## config.mk

```make
export PLATFORM = sky130hd
export DESIGN_NAME = lsft_device_flat
export DESIGN_NICKNAME = d
export VERILOG_FILES = /design/src/hdl/lsft_pkg.sv /design/src/hdl/lsft_link_if.sv /design/src/hdl/lsft_grayscale_clock_gen.sv /design/src/hdl/lsft_device.sv /design/src/flat_wrapper.sv
export SDC_FILE = /design/constraint.sdc
export NUM_CORES = 2
export LEC_CHECK = 0
export BUFFER_PORTS_ARGS = -buffer_cell sky130_fd_sc_hd__buf_2
export CAP_MARGIN = 20
export CORE_MARGIN = 3
export CORE_UTILIZATION = 45
export CTS_CLUSTER_SIZE = 20
export DETAILED_ROUTE_END_ITERATION = 12
export PLACE_DENSITY = 0.63
export SYNTH_ARGS = -nofsm -noshare
export SYNTH_HDL_FRONTEND = slang
export SYNTH_SLANG_ARGS = --single-unit
```

## constraint.sdc

```tcl
create_clock -name I_MCLK -period 5.7 [get_ports I_MCLK]
set_input_delay 0.855 -clock I_MCLK [delete_from_list [all_inputs] [get_ports I_MCLK]]
set_output_delay 0.855 -clock I_MCLK [all_outputs]
set_load 0.1 [all_outputs]
```

## src/hdl/lsft_pkg.sv

```systemverilog
// Shared constants and types for the scan frame timing link and device
package lsft_pkg;

  // Link commands carried in the three command bits of a frame
  typedef enum logic [2:0] {
    CMD_NONE       = 3'b000,
    CMD_CHIP_INDEX = 3'b001,
    CMD_WR_BCAST   = 3'b010,
    CMD_WR_ADDR    = 3'b011,
    CMD_VSYNC      = 3'b100,
    CMD_READ       = 3'b101
  } lsft_cmd_t;

  // Frame layout: start bit, command, address, 48-bit data, MSB first
  localparam int FRAME_BITS = 59;
  localparam int TX_BITS = 60;
  localparam int REPLY_BITS = 48;
  localparam int CMD_MSB = 58;
  localparam int CMD_LSB = 56;
  localparam int ADDR_MSB = 55;
  localparam int ADDR_LSB = 48;

  // Register indices
  localparam logic [7:0] REG_PRIMARY_A = 8'h00;
  localparam logic [7:0] REG_SCAN_TIMING = 8'h01;
  localparam logic [7:0] REG_BANK_TWO = 8'h02;
  localparam logic [7:0] REG_BANK_THREE = 8'h03;
  localparam logic [7:0] REG_ORDER_FIRST = 8'h06;
  localparam logic [7:0] REG_ORDER_LAST = 8'h0D;
  localparam logic [7:0] REG_OPEN_FIRST = 8'h0E;
  localparam logic [7:0] REG_SHORT_FIRST = 8'h12;
  localparam logic [7:0] REG_FLAG_LAST = 8'h15;

  // Scan timing config fields
  localparam int SEG_MSB = 9;
  localparam int SEG_LSB = 0;
  localparam int GAP_MSB = 40;
  localparam int GAP_LSB = 37;
  localparam int SHARE_MSB = 46;
  localparam int SHARE_LSB = 41;

  // Primary config fields
  localparam int LINES_MSB = 5;
  localparam int LINES_LSB = 0;
  localparam int SUBS_MSB = 11;
  localparam int SUBS_LSB = 6;
  localparam int MUL_MSB = 15;
  localparam int MUL_LSB = 12;
  localparam int EXTRA_MSB = 25;
  localparam int EXTRA_LSB = 16;
  localparam int EXTRA_GAP_BIT = 26;
  localparam int IDLE_MSB = 42;
  localparam int IDLE_LSB = 27;

  // Grayscale write: word index within the data field
  localparam int SRAM_IDX_MSB = 43;
  localparam int SRAM_IDX_LSB = 40;

  // Gap length per code step; code 0011 gives 120 grayscale clocks
  localparam logic [15:0] GAP_UNIT = 16'h001E;

  // Reset values
  localparam logic [47:0] PRIMARY_A_RST = 48'h0000_0000_1000;
  localparam logic [47:0] SCAN_TIMING_RST = 48'h0000_0000_0200;

  // Link clock made by the host: period in ns and half period in cycles
  localparam int CLK_PERIOD_NS = 5;
  localparam int SCLK_PERIOD_NS = 120;
  localparam int SCLK_HALF_CYC = SCLK_PERIOD_NS / (2 * CLK_PERIOD_NS);

endpackage

```

## src/hdl/lsft_link_if.sv

```systemverilog
// Three-wire serial link between display controller and device
interface lsft_link_if;
  logic sclk;
  logic serial_in_pin;
  logic serial_out_pin;
  modport host(output sclk, output serial_in_pin, input serial_out_pin);
  modport dev(input sclk, input serial_in_pin, output serial_out_pin);
endinterface

```

## src/hdl/lsft_grayscale_clock_gen.sv

```systemverilog
// Grayscale clock tick generator locked to a multiple of the link clock
module lsft_grayscale_clock_gen (
  // Clock and reset
  input wire logic i_clk,
  input wire logic i_rst_n,
  // Reference edge and multiplier
  input wire logic i_ref_rise,
  input wire logic [3:0] i_mul,
  // Tick out
  output logic o_tick
);

  typedef struct packed {
    logic [7:0] cnt;
    logic [7:0] period;
    logic [8:0] acc;
    logic tick;
  } lsft_gen_st_t;

  lsft_gen_st_t q, d;
  logic [8:0] sum;

  // Accumulator adds the multiplier each cycle, so ticks come at mul x ref
  always_comb begin
    d = q;
    sum = q.acc + {5'h00, i_mul};
    d.tick = 1'b0;
    if (i_ref_rise) begin
      d.period = q.cnt;
      d.cnt = 8'h01;
    end else if (q.cnt != 8'hFF) begin
      d.cnt = q.cnt + 8'h01;
    end
    if (q.period == 8'h00) begin
      d.acc = 9'h000;
    end else if (sum >= {1'b0, q.period}) begin
      d.acc = sum - {1'b0, q.period}; // RULE_19
      d.tick = 1'b1;
    end else begin
      d.acc = sum;
    end
    if (!i_rst_n) begin
      d = '0;
    end
  end

  // State register
  always_ff @(posedge i_clk) begin
    q <= d;
  end

  assign o_tick = q.tick; // At most one tick per clock; fast mul saturates

endmodule

```

## src/hdl/lsft_device.sv

```systemverilog
// Device end: link receiver, registers, frame swap and scan timing engine
// Operation
// RULE_01: Line gap counted in grayscale clocks, bits 40-37
// RULE_02: Gap code 0011 gives 120 clocks
// RULE_03: Segment blank share spread into every segment
// RULE_04: Blank share lengthens PWM or line gap
// RULE_05: Segment length from bits 9-0
// RULE_06: Sub-period blank share from bits 46-41
// RULE_07: Controller: index, configure, then sync each frame
// RULE_08: Frame sync shows last frame, buffers new
// RULE_09: Registers readable at any time in frame
// RULE_10: Chip index gives the device its address
// RULE_11: Configuration written only by broadcast write
// RULE_12: Primary registers update at sync, others immediately
// RULE_13: Grayscale enters memory by addressed write
// RULE_14: Registers six to thirteen hold scan order
// RULE_15: Indices fourteen to twenty-one read open/short flags
// RULE_16: All devices swap frame on same sync
// RULE_17: Controller orders channel data to match wiring
// RULE_18: Controller keeps serial clock running always
// RULE_19: Grayscale clock is serial clock times multiplier
// RULE_20: Leftover blank becomes idle, outputs off
module lsft_device
  import lsft_pkg::*;
(
  // Clock and reset
  input wire logic I_MCLK,
  input wire logic I_RST_N,
  // Serial link
  lsft_link_if.dev LINK,
  // Detection flags from the output stage
  input wire logic [47:0] I_OPEN_FLAGS,
  input wire logic [47:0] I_SHORT_FLAGS,
  // Scan outputs
  output logic [5:0] O_LINE,
  output logic O_PWM_ON,
  output logic O_LINE_GAP,
  output logic O_FRAME_IDLE,
  output logic [15:0] O_GS_WORD,
  output logic O_GRAYSCALE_CLOCK_TICK,
  output logic [7:0] O_CHIP_ADDR
);

  typedef enum logic [2:0] {
    PH_WAIT   = 3'b000,
    PH_PWM    = 3'b001,
    PH_GAP    = 3'b010,
    PH_SUBADJ = 3'b011,
    PH_IDLE   = 3'b100
  } lsft_phase_t;

  typedef struct packed {
    logic sclk_s1;
    logic sclk_s2;
    logic sclk_s3;
    logic sin_s1;
    logic sin_s2;
    logic rx_busy;
    logic [5:0] rx_cnt;
    logic [58:0] rx_sh;
    logic tx_busy;
    logic [5:0] tx_cnt;
    logic [47:0] tx_sh;
    logic serial_out_pin;
    logic [7:0] chip_addr;
    logic [47:0] pa_stg;
    logic [47:0] st_stg;
    logic [47:0] pa;
    logic [47:0] st;
    logic [47:0] bank2;
    logic [47:0] bank3;
    logic [7:0][47:0] order;
    logic [1:0][15:0][15:0] sram;
    logic wr_bank;
    lsft_phase_t phase;
    logic [15:0] cnt;
    logic [5:0] line;
    logic [5:0] sub;
    logic [5:0] line_out;
    logic [15:0] gs_word;
    logic pwm_on;
    logic gap_on;
    logic idle_on;
  } lsft_dev_st_t;

  lsft_dev_st_t q, d;
  logic clk_rise;
  logic clk_fall;
  logic full;
  logic grayscale_clock_tick;
  logic sub_done;
  logic [58:0] frame;
  lsft_cmd_t cmd;
  logic [7:0] addr;
  logic [47:0] data;
  logic [47:0] rd_val;
  logic [15:0] pwm_len;
  logic [15:0] gap_len;
  logic [15:0] cnt_nx;

  // Scan order register index decode, used by write and read
  function automatic logic is_order(input logic [7:0] idx);
    return idx >= REG_ORDER_FIRST && idx <= REG_ORDER_LAST;
  endfunction

  // Physical line for a logical line: eight 6-bit entries per register
  function automatic logic [5:0] order_line(input logic [7:0][47:0] o,
                                            input logic [5:0] l);
    return o[l[5:3]][l[2:0] * 6 +: 6];
  endfunction

  // Edges of the sampled link clock
  assign clk_rise = q.sclk_s2 & ~q.sclk_s3;
  assign clk_fall = ~q.sclk_s2 & q.sclk_s3;
  assign frame = {q.rx_sh[57:0], q.sin_s2};
  assign cmd = lsft_cmd_t'(frame[CMD_MSB:CMD_LSB]);
  assign addr = frame[ADDR_MSB:ADDR_LSB];
  assign data = frame[47:0];
  assign full = clk_rise && q.rx_busy && q.rx_cnt == 6'(FRAME_BITS - 1);

  // Segment and gap lengths; the blank share goes to one or the other
  assign pwm_len = 16'(q.st[SEG_MSB:SEG_LSB]) // RULE_05
    + (q.pa[EXTRA_GAP_BIT] ? 16'h0000 : 16'(q.pa[EXTRA_MSB:EXTRA_LSB])); // RULE_03
  assign gap_len = GAP_UNIT * (16'(q.st[GAP_MSB:GAP_LSB]) + 16'h0001) // RULE_02
    + (q.pa[EXTRA_GAP_BIT] ? 16'(q.pa[EXTRA_MSB:EXTRA_LSB]) : 16'h0000); // RULE_04
  assign cnt_nx = q.cnt + 16'h0001;

  lsft_grayscale_clock_gen lsft_grayscale_clock_gen_inst (
    .i_clk(I_MCLK),
    .i_rst_n(I_RST_N),
    .i_ref_rise(clk_rise),
    .i_mul(q.pa[MUL_MSB:MUL_LSB]),
    .o_tick(grayscale_clock_tick)
  );

  // Read mux; primary registers read back their last written value
  always_comb begin
    rd_val = 48'h0000_0000_0000;
    if (addr == REG_PRIMARY_A) begin
      rd_val = q.pa_stg;
    end else if (addr == REG_SCAN_TIMING) begin
      rd_val = q.st_stg;
    end else if (addr == REG_BANK_TWO) begin
      rd_val = q.bank2;
    end else if (addr == REG_BANK_THREE) begin
      rd_val = q.bank3;
    end else if (is_order(addr)) begin
      rd_val = q.order[3'(addr - REG_ORDER_FIRST)];
    end else if (addr >= REG_OPEN_FIRST && addr < REG_SHORT_FIRST) begin
      rd_val = I_OPEN_FLAGS; // RULE_15
    end else if (addr >= REG_SHORT_FIRST && addr <= REG_FLAG_LAST) begin
      rd_val = I_SHORT_FLAGS; // RULE_15
    end
  end

  // Next state
  always_comb begin
    d = q;
    sub_done = 1'b0;
    // Two-stage synchronisers plus an edge history stage
    d.sclk_s1 = LINK.sclk;
    d.sclk_s2 = q.sclk_s1;
    d.sclk_s3 = q.sclk_s2;
    d.sin_s1 = LINK.serial_in_pin;
    d.sin_s2 = q.sin_s1;
    // Receiver: a high bit on an idle line starts a frame
    if (clk_rise) begin
      if (!q.rx_busy) begin
        if (q.sin_s2 && !q.tx_busy) begin
          d.rx_busy = 1'b1;
          d.rx_cnt = 6'h00;
        end
      end else begin
        d.rx_sh = frame;
        d.rx_cnt = q.rx_cnt + 6'h01;
        if (full) begin
          d.rx_busy = 1'b0;
        end
      end
    end
    // Command execution, read allowed at any point of a frame
    if (full) begin
      unique case (cmd)
        CMD_CHIP_INDEX: d.chip_addr = data[7:0]; // RULE_10 RULE_07
        CMD_WR_BCAST: begin
          if (addr == REG_PRIMARY_A) begin
            d.pa_stg = data; // RULE_12
          end else if (addr == REG_SCAN_TIMING) begin
            d.st_stg = data; // RULE_12
          end else if (addr == REG_BANK_TWO) begin
            d.bank2 = data; // RULE_11
          end else if (addr == REG_BANK_THREE) begin
            d.bank3 = data; // RULE_11
          end else if (is_order(addr)) begin
            d.order[3'(addr - REG_ORDER_FIRST)] = data; // RULE_14
          end
        end
        CMD_WR_ADDR: begin
          if (addr == q.chip_addr) begin
            d.sram[q.wr_bank][data[SRAM_IDX_MSB:SRAM_IDX_LSB]] =
              data[15:0]; // RULE_13
          end
        end
        CMD_READ: begin
          d.tx_busy = 1'b1; // RULE_09
          d.tx_cnt = 6'h00;
          d.tx_sh = rd_val;
        end
        default: begin
        end
      endcase
    end
    // Reply shifts out on falling link clock edges
    if (clk_fall && q.tx_busy) begin
      if (q.tx_cnt == 6'(REPLY_BITS)) begin
        d.tx_busy = 1'b0;
        d.serial_out_pin = 1'b0;
      end else begin
        d.serial_out_pin = q.tx_sh[47];
        d.tx_sh = {q.tx_sh[46:0], 1'b0};
        d.tx_cnt = q.tx_cnt + 6'h01;
      end
    end
    // Scan timing engine stepped by grayscale clock ticks
    if (grayscale_clock_tick) begin
      unique case (q.phase)
        PH_WAIT: begin
        end
        PH_PWM: begin
          if (cnt_nx >= pwm_len) begin
            d.phase = PH_GAP;
            d.cnt = 16'h0000;
          end else begin
            d.cnt = cnt_nx;
          end
        end
        PH_GAP: begin
          if (cnt_nx >= gap_len) begin // RULE_01
            d.cnt = 16'h0000;
            if (q.line == q.pa[LINES_MSB:LINES_LSB]) begin
              d.line = 6'h00;
              if (q.st[SHARE_MSB:SHARE_LSB] != 6'h00) begin
                d.phase = PH_SUBADJ;
              end else begin
                sub_done = 1'b1;
              end
            end else begin
              d.line = q.line + 6'h01;
              d.phase = PH_PWM;
            end
          end else begin
            d.cnt = cnt_nx;
          end
        end
        PH_SUBADJ: begin
          if (cnt_nx >= 16'(q.st[SHARE_MSB:SHARE_LSB])) begin // RULE_06
            d.cnt = 16'h0000;
            sub_done = 1'b1;
          end else begin
            d.cnt = cnt_nx;
          end
        end
        PH_IDLE: begin
          if (cnt_nx >= 16'(q.pa[IDLE_MSB:IDLE_LSB])) begin // RULE_20
            d.phase = PH_WAIT;
            d.cnt = 16'h0000;
          end else begin
            d.cnt = cnt_nx;
          end
        end
        default: d.phase = PH_WAIT;
      endcase
    end
    if (sub_done) begin
      if (q.sub == q.pa[SUBS_MSB:SUBS_LSB]) begin
        d.sub = 6'h00;
        d.phase = PH_IDLE;
      end else begin
        d.sub = q.sub + 6'h01;
        d.phase = PH_PWM;
      end
    end
    // Frame sync: every device swaps whatever its address
    if (full && cmd == CMD_VSYNC) begin
      d.pa = q.pa_stg; // RULE_12
      d.st = q.st_stg; // RULE_12
      d.wr_bank = ~q.wr_bank; // RULE_08 RULE_16
      d.phase = PH_PWM;
      d.cnt = 16'h0000;
      d.line = 6'h00;
      d.sub = 6'h00;
    end
    // Registered outputs; display reads the bank not being written
    d.line_out = order_line(q.order, q.line); // RULE_14
    d.gs_word = q.sram[~q.wr_bank][q.line_out[3:0]]; // RULE_08
    d.pwm_on = q.phase == PH_PWM && q.cnt < q.gs_word;
    d.gap_on = q.phase == PH_GAP;
    d.idle_on = q.phase == PH_IDLE; // RULE_20
    if (!I_RST_N) begin
      d = '0;
      d.pa = PRIMARY_A_RST;
      d.pa_stg = PRIMARY_A_RST;
      d.st = SCAN_TIMING_RST;
      d.st_stg = SCAN_TIMING_RST;
    end
  end

  // State register
  always_ff @(posedge I_MCLK) begin
    q <= d;
  end

  assign LINK.serial_out_pin = q.serial_out_pin;
  assign O_LINE = q.line_out;
  assign O_PWM_ON = q.pwm_on;
  assign O_LINE_GAP = q.gap_on;
  assign O_FRAME_IDLE = q.idle_on;
  assign O_GS_WORD = q.gs_word;
  assign O_GRAYSCALE_CLOCK_TICK = grayscale_clock_tick;
  assign O_CHIP_ADDR = q.chip_addr;

endmodule

```

## src/flat_wrapper.sv

```systemverilog
// flat-port wrapper written by rule: the top's interface ports become plain ports
module lsft_device_flat import lsft_pkg::*;
  (I_MCLK, I_RST_N, I_OPEN_FLAGS, I_SHORT_FLAGS, O_LINE, O_PWM_ON, O_LINE_GAP, O_FRAME_IDLE, O_GS_WORD, O_GRAYSCALE_CLOCK_TICK, O_CHIP_ADDR, LINK_sclk, LINK_serial_in_pin, LINK_serial_out_pin);
  lsft_link_if LINK_i ();
  input wire logic I_MCLK;
  input wire logic I_RST_N;
  input wire logic [47:0] I_OPEN_FLAGS;
  input wire logic [47:0] I_SHORT_FLAGS;
  output logic [5:0] O_LINE;
  output logic O_PWM_ON;
  output logic O_LINE_GAP;
  output logic O_FRAME_IDLE;
  output logic [15:0] O_GS_WORD;
  output logic O_GRAYSCALE_CLOCK_TICK;
  output logic [7:0] O_CHIP_ADDR;
  input wire logic [$bits(LINK_i.sclk)-1:0] LINK_sclk;
  input wire logic [$bits(LINK_i.serial_in_pin)-1:0] LINK_serial_in_pin;
  output wire logic [$bits(LINK_i.serial_out_pin)-1:0] LINK_serial_out_pin;
  assign LINK_i.sclk = LINK_sclk;
  assign LINK_i.serial_in_pin = LINK_serial_in_pin;
  assign LINK_serial_out_pin = LINK_i.serial_out_pin;
  lsft_device u_core (.I_MCLK(I_MCLK), .I_RST_N(I_RST_N), .LINK(LINK_i), .I_OPEN_FLAGS(I_OPEN_FLAGS), .I_SHORT_FLAGS(I_SHORT_FLAGS), .O_LINE(O_LINE), .O_PWM_ON(O_PWM_ON), .O_LINE_GAP(O_LINE_GAP), .O_FRAME_IDLE(O_FRAME_IDLE), .O_GS_WORD(O_GS_WORD), .O_GRAYSCALE_CLOCK_TICK(O_GRAYSCALE_CLOCK_TICK), .O_CHIP_ADDR(O_CHIP_ADDR));
endmodule
```

### Word level (Yosys, flattened, before mapping)

Index checks and enable logic that the tools add are counted.

* $add $sub $neg: 12
* multiply operators: 2
* div/mod/pow operators: 0
* magnitude comparators: 21
* eq/ne operators: 28
* shifts and indexed selects: 1
* muxes and demuxes: 64
* bitwise logic cells: 10
* reductions and logical operators: 39

Operators by type and width (count)
* 256-bit 2-to-1 mux: 3
* 512-bit bitwise mux: 1
* 48-bit 2-to-1 mux: 10
* 384-bit bitwise mux: 1
* 48-bit binary-select mux with 3-bit select: 2
* 256-bit demux with 1-bit select: 1
* 48-bit demux with 3-bit select: 1
* 55-bit 2-to-1 mux: 2
* 16-bit 2-to-1 mux: 6
* 16-bit binary-select mux with 4-bit select: 1
* 16-bit demux with 4-bit select: 1
* 16-bit case mux with 4 select lines: 1
* 56-bit 2-to-1 mux: 1
* 54-bit 2-to-1 mux: 1
* 16-bit greater-or-equal comparator: 3
* 48-bit by 7-bit variable part select with 6-bit output: 1
* 6-bit 2-to-1 mux: 5
* 29-bit 2-to-1 mux: 1
* 25-bit 2-to-1 mux: 1
* 6-bit by 1-bit adder with 6-bit output (second input constant): 4
* 3-bit 2-to-1 mux: 7
* 10-bit 2-to-1 mux: 2
* 6-bit AND reduction: 3
* 16-bit by 1-bit adder with 16-bit output (second input constant): 1
* 59 further kinds: 117

* register bits: 1395
* latch bits: 0
* RAM bits: 0
* bits in read-only memories: 0
* input bits: 100
* output and inout bits: 35
* word-level logic and storage cells: 252
* memories: 0

### Logic depth before layout (Yosys ltp)

* word-level depth: 13
* mapped depth: 27
* depth with buffers taken out: 26

### By module

Synthesis repeated with hierarchy kept, for this count alone.

* cell total of the unflattened synthesis: 7592
* area, all modules: 67438.4 µm²

By module, submodules not included
* lsft_device: times used 1, cells an instance 7395, area an instance 65669.2 µm², sequential area each 26865.8 µm²
* lsft_grayscale_clock_gen: times used 1, cells an instance 197, area an instance 1769.2 µm², sequential area each 520.5 µm²

### Least setup slack after synthesis

No wires, ideal clock.

* path type: reg-to-reg
* from: register u_core.q[1086] (netlist name)
* to: register u_core.q[27] (netlist name)
* setup time: 71 ps
* data arrival time: 5297 ps
* required time: 5629 ps
* slack: 333 ps
* stages on the path, launching flop included: 26
* path buffers: 0
* period minus slack after synthesis: 5367 ps
* cell sequence: dfxtp_1 > inv_1 > ha_1 > xnor2_1 > xnor2_1 > ha_1 > xnor2_1 > inv_1 > fa_1 > inv_1 > a21oi_1 > o21bai_1 > xor2_1 > ha_1 > a21oi_1 > o21ai_0 > a21o_1 > a21oi_1 > xnor2_1 > ha_1 > nand4_1 > o211ai_1 > o211ai_2 > a21boi_4 > or4b_2 > a21oi_1

* word-level cells in the longest chain between the ends: 7

RTL lines
* start, declared: RTL line lsft_device.sv:86 `lsft_dev_st_t q, d;`
* start signal, assigned: RTL line lsft_device.sv:310 `q <= d;`
* 4-bit by 1-bit adder with 5-bit output: RTL line lsft_device.sv:124 `assign gap_len = GAP_UNIT * (16'(q.st[GAP_MSB:GAP_LSB]) + 16'h0001)`
* 4-bit by 16-bit multiplier with 15-bit output: RTL line lsft_device.sv:124
* 16-bit adder: RTL line lsft_device.sv:125 `+ (q.pa[EXTRA_GAP_BIT] ? 16'(q.pa[EXTRA_MSB:EXTRA_LSB]) : 16'h0000);`
* 16-bit greater-or-equal comparator: RTL line lsft_device.sv:238 `if (cnt_nx >= gap_len) begin`
* 1-bit 2-to-1 mux: RTL line lsft_device.sv:238
* 1-bit case mux with 2 select lines: RTL line lsft_device.sv:226 `unique case (q.phase)`
* 1-bit 2-to-1 mux: RTL line lsft_device.sv:225 `if (grayscale_clock_tick) begin`

Every way passes these cells.
A chain may end at the register's enable or synchronous reset.

### Worst setup path after layout

* from: register u_core.q[1087] (netlist name)
* to: register u_core.q[27] (netlist name)

The elaborated chain is that of the path after synthesis.

==> flow_summary.json <==
{
  "grt_max_degree": 230,
  "start_util_pct": 45.5,
  "numCtsBuffers": 146,
  "synth.ff_latch_count": 1368,
  "syn_area_per_cell_sq_um": 8.63,
  "grt_first_pass_wirelength_um": 325000,
  "viasPerCell": 5.94,
  "pre_cts_slack_ns": -0.0488,
  "drc": 0,
  "synthesis.area_sq_um": 64500,
  "ant_nets": 0,
  "cp.arrival_ns": 6.06,
  "finalWorstSetupSlack_ns": 0.354,
  "final_nets": 7448,
  "power.density_nw_per_um2": 275,
  "syn_to_final_growth_pct": 10.5,
  "htreeDepth": 4,
  "cts_sinks": 1368,
  "antenna_cells": 0,
  "holdWs_ns": 0.293,
  "cap_violations": 0,
  "hold_viol_final": 0,
  "crit_path_end_kind": "flip-flop",
  "dr_total_vias": 54800,
  "power.total_w": 0.0196,
  "status": "finished, final reports clean",
  "synth_cell_types": 74,
  "root_buffer": "clkbuf_16",
  "most-common-layout-cells": "2591 x nand2_1, 1340 x dfxtp_1, 1133 x a21oi_1, 430 x mux4_2, 193 x a21boi_0",
  "layout-drive-gt1-share_pct": 14.1,
  "power.leakage_nw": 22.7,
  "cts_hold_buf": 0,
  "clk_pin_slew_ns": 0.06,
  "core_area_sq_um": 142000,
  "min_path_type": "input port to flip-flop",
  "yosysSeqAreaShare_pct": 42.4,
  "tritoncts": "built",
  "antenna_found_initial": 5,
  "synth_top_area_cell": "dfxtp_1",
  "dpl_cell_area_sq_um": 66300,
  "path_max_fanout": 6,
  "routed_wl_um": 217000,
  "tightest_slew_ns": 1.47,
  "synth_top_cell_area_share_pct": 42.4,
  "numPortBuffers": 134,
  "grt_util_all_layers_pct": 28.6,
  "finalInstanceArea_sq_um": 71300,
  "gp_congestion": 0.913,
  "worstSkewPairLatency_ns": 0.80,
  "yosysWarnings": 0,
  "syn_nets": 7700,
  "required_ns": 6.42,
  "final_common_cell": "nand2_1",
  "worstSetupStartpointType": "flip-flop",
  "timing.fmax_ghz": 0.187,
  "drv_slew": 0,
  "grt-ovfl-total": 0,
  "finClkSkew_ns": 0.0240,
  "slew_headroom_pct": 2.29,
  "io-pin-count": 135,
  "die_height_um": 385,
  "synth-edff-count": 0,
  "num_rows": 138,
  "synth_area_leaders": "dfxtp_1 42%, nand2_1 15%, mux4_2 15%",
  "setup_viol": 0,
  "fin_setup_tns_ns": 0,
  "synthArstFlopShare_pct": 0,
  "clock_path_buffers": 3,
  "crit_type": "flip-flop to flip-flop",
  "irDropWorstVdd_v": 0.000264,
  "fp.dieW_um": 385,
  "netlist_instances": 7478,
  "die_area_sq_um": 148000,
  "ys.flop_type": "dfxtp_1",
  "drt_pass1_iterations": 6,
  "fin_crit_ns": 5.35,
  "num-fill-cells": 13100,
  "dp_hpwl_um": 134000,
  "period_share_pct": 93.8,
  "routedWlPerCell_um": 23.6,
  "grt_pass1_vias": 51900,
  "first_iter_violations": 6176
}
## through the flow
stage / utilization (%) / instances
floorplan: - / 7478
global placement: 46.7 / 8962
detailed placement: 46.7 / 8962
CTS: 50.2 / 9225
global route: 50.3 / 9230
finish: 50.3 / 9230
## metal layers
layer / routed length, um / global-route usage (%) / up-vias
met1: 88600 / 38.1 / 26700
li1: - / - / 25100
met5: 26 / 0 / -
met2: 99000 / 44.9 / 2636
met3: 20300 / 6.02 / 416
met4: 9490 / 12.7 / 4
## power by group
group / switching (W) / internal (W)
registers: 0.00000522 / 0.00956
clock network: 0.00413 / 0.00567
logic: 0.000200 / 0.0000655
## cell type report
class | count | area [sq um] | share of cell area [%]
timing repair buffer | 280 | 1970 | 2.76
clock inverter | 51 | 716 | 1.00
sequential | 1368 | 27400 | 38.5
clock buffer | 211 | 4200 | 5.89
multi-input combinational | 5330 | 34300 | 48.0
tap | 1890 | 2360 | 3.32
inverter | 100 | 383 | 0.537
## critical path: stages, from the launching register on
cell,delay (ns)
dfxtp_4,0.38
ha_2,0.21
xor2_2,0.20
ha_1,0.29
xnor2_1,0.21
fa_1,0.44
inv_1,0.09
ha_4,0.21
a21oi_2,0.15
o21bai_2,0.10
xor2_1,0.17
ha_1,0.36
a21oi_2,0.14
o21ai_1,0.10
a21o_1,0.19
a21oi_1,0.17
xnor2_1,0.09
ha_1,0.30
nor2b_1,0.13
o21ai_1,0.07
o211ai_1,0.08
buf_4,0.16
o211ai_2,0.09
a21boi_4,0.18
or4b_2,0.62
a21oi_2,0.15
## synth_stat cells (all sizes together) (2+ instances only)
| cell | count |
|---|---|
| or4b | 2 |
| a31o | 2 |
| a21o | 25 |
| nand4 | 30 |
| or3 | 9 |
| o22ai | 2 |
| inv | 100 |
| nand2 | 2604 |
| mux2i | 76 |
| ha | 116 |
| or4 | 4 |
| o21a | 5 |
| nor3 | 17 |
| dfxtp | 1368 |
| a221oi | 48 |
| nand4b | 4 |
| nand3b | 2 |
| buf | 132 |
| nor2b | 33 |
| fa | 6 |
| nand3 | 35 |
| nor3b | 4 |
| or2 | 7 |
| a2111oi | 4 |
| a311oi | 3 |
| a31oi | 9 |
| nor4 | 10 |
| xor2 | 27 |
| o211ai | 6 |
| nand2b | 15 |
| o21bai | 9 |
| a21boi | 195 |
| and4b | 4 |
| a41oi | 2 |
| a22o | 49 |
| a211oi | 63 |
| and2 | 40 |
| o31ai | 3 |
| and3 | 9 |
| o21ai | 87 |
| clkbuf | 548 |
| mux4 | 430 |
| a21oi | 1138 |
| xnor2 | 56 |
| nor2 | 127 |
## final timing paths
path	slack (ns)	startpoint	to	cells after the start
setup / recovery	0.35	u_core.q[1087]	u_core.q[27]	25
hold / removal	0.29	LINK_serial_in_pin	u_core.q[1372]	2
setup reg to reg	0.35	u_core.q[1087]	u_core.q[27]	25
hold reg to reg	0.45	u_core.q[494]	u_core.q[494]	2
## what timing repair did
item,in CTS,in global routing
resized for setup,1,23
pin swaps,1,8
endpoints found under the setup margin,6,31
buffers inserted,1,1
## sequential cells by signal (all words and copies together) (netlist names), 3 cells and up
signal                                  count
u_core.O_GS_WORD                           16
u_core.data                                48
u_core.addr                                 8
u_core.cmd                                  3
u_core.lsft_grayscale_clock_gen_inst.q     25
u_core.O_CHIP_ADDR                          8
u_core.q                                 1249
u_core.O_LINE                               6
## cells by family after synthesis
logic type,after synthesis,synth area share (%)
mux,506,16.2
xor+xnor,83,1.13
simple gates,2959,18.2
flops,1368,42.4
compound gates,1660,14.8
buf+inv,780,4.82
fa+ha+maj,122,2.44
(Power assumes the default switching activity.)
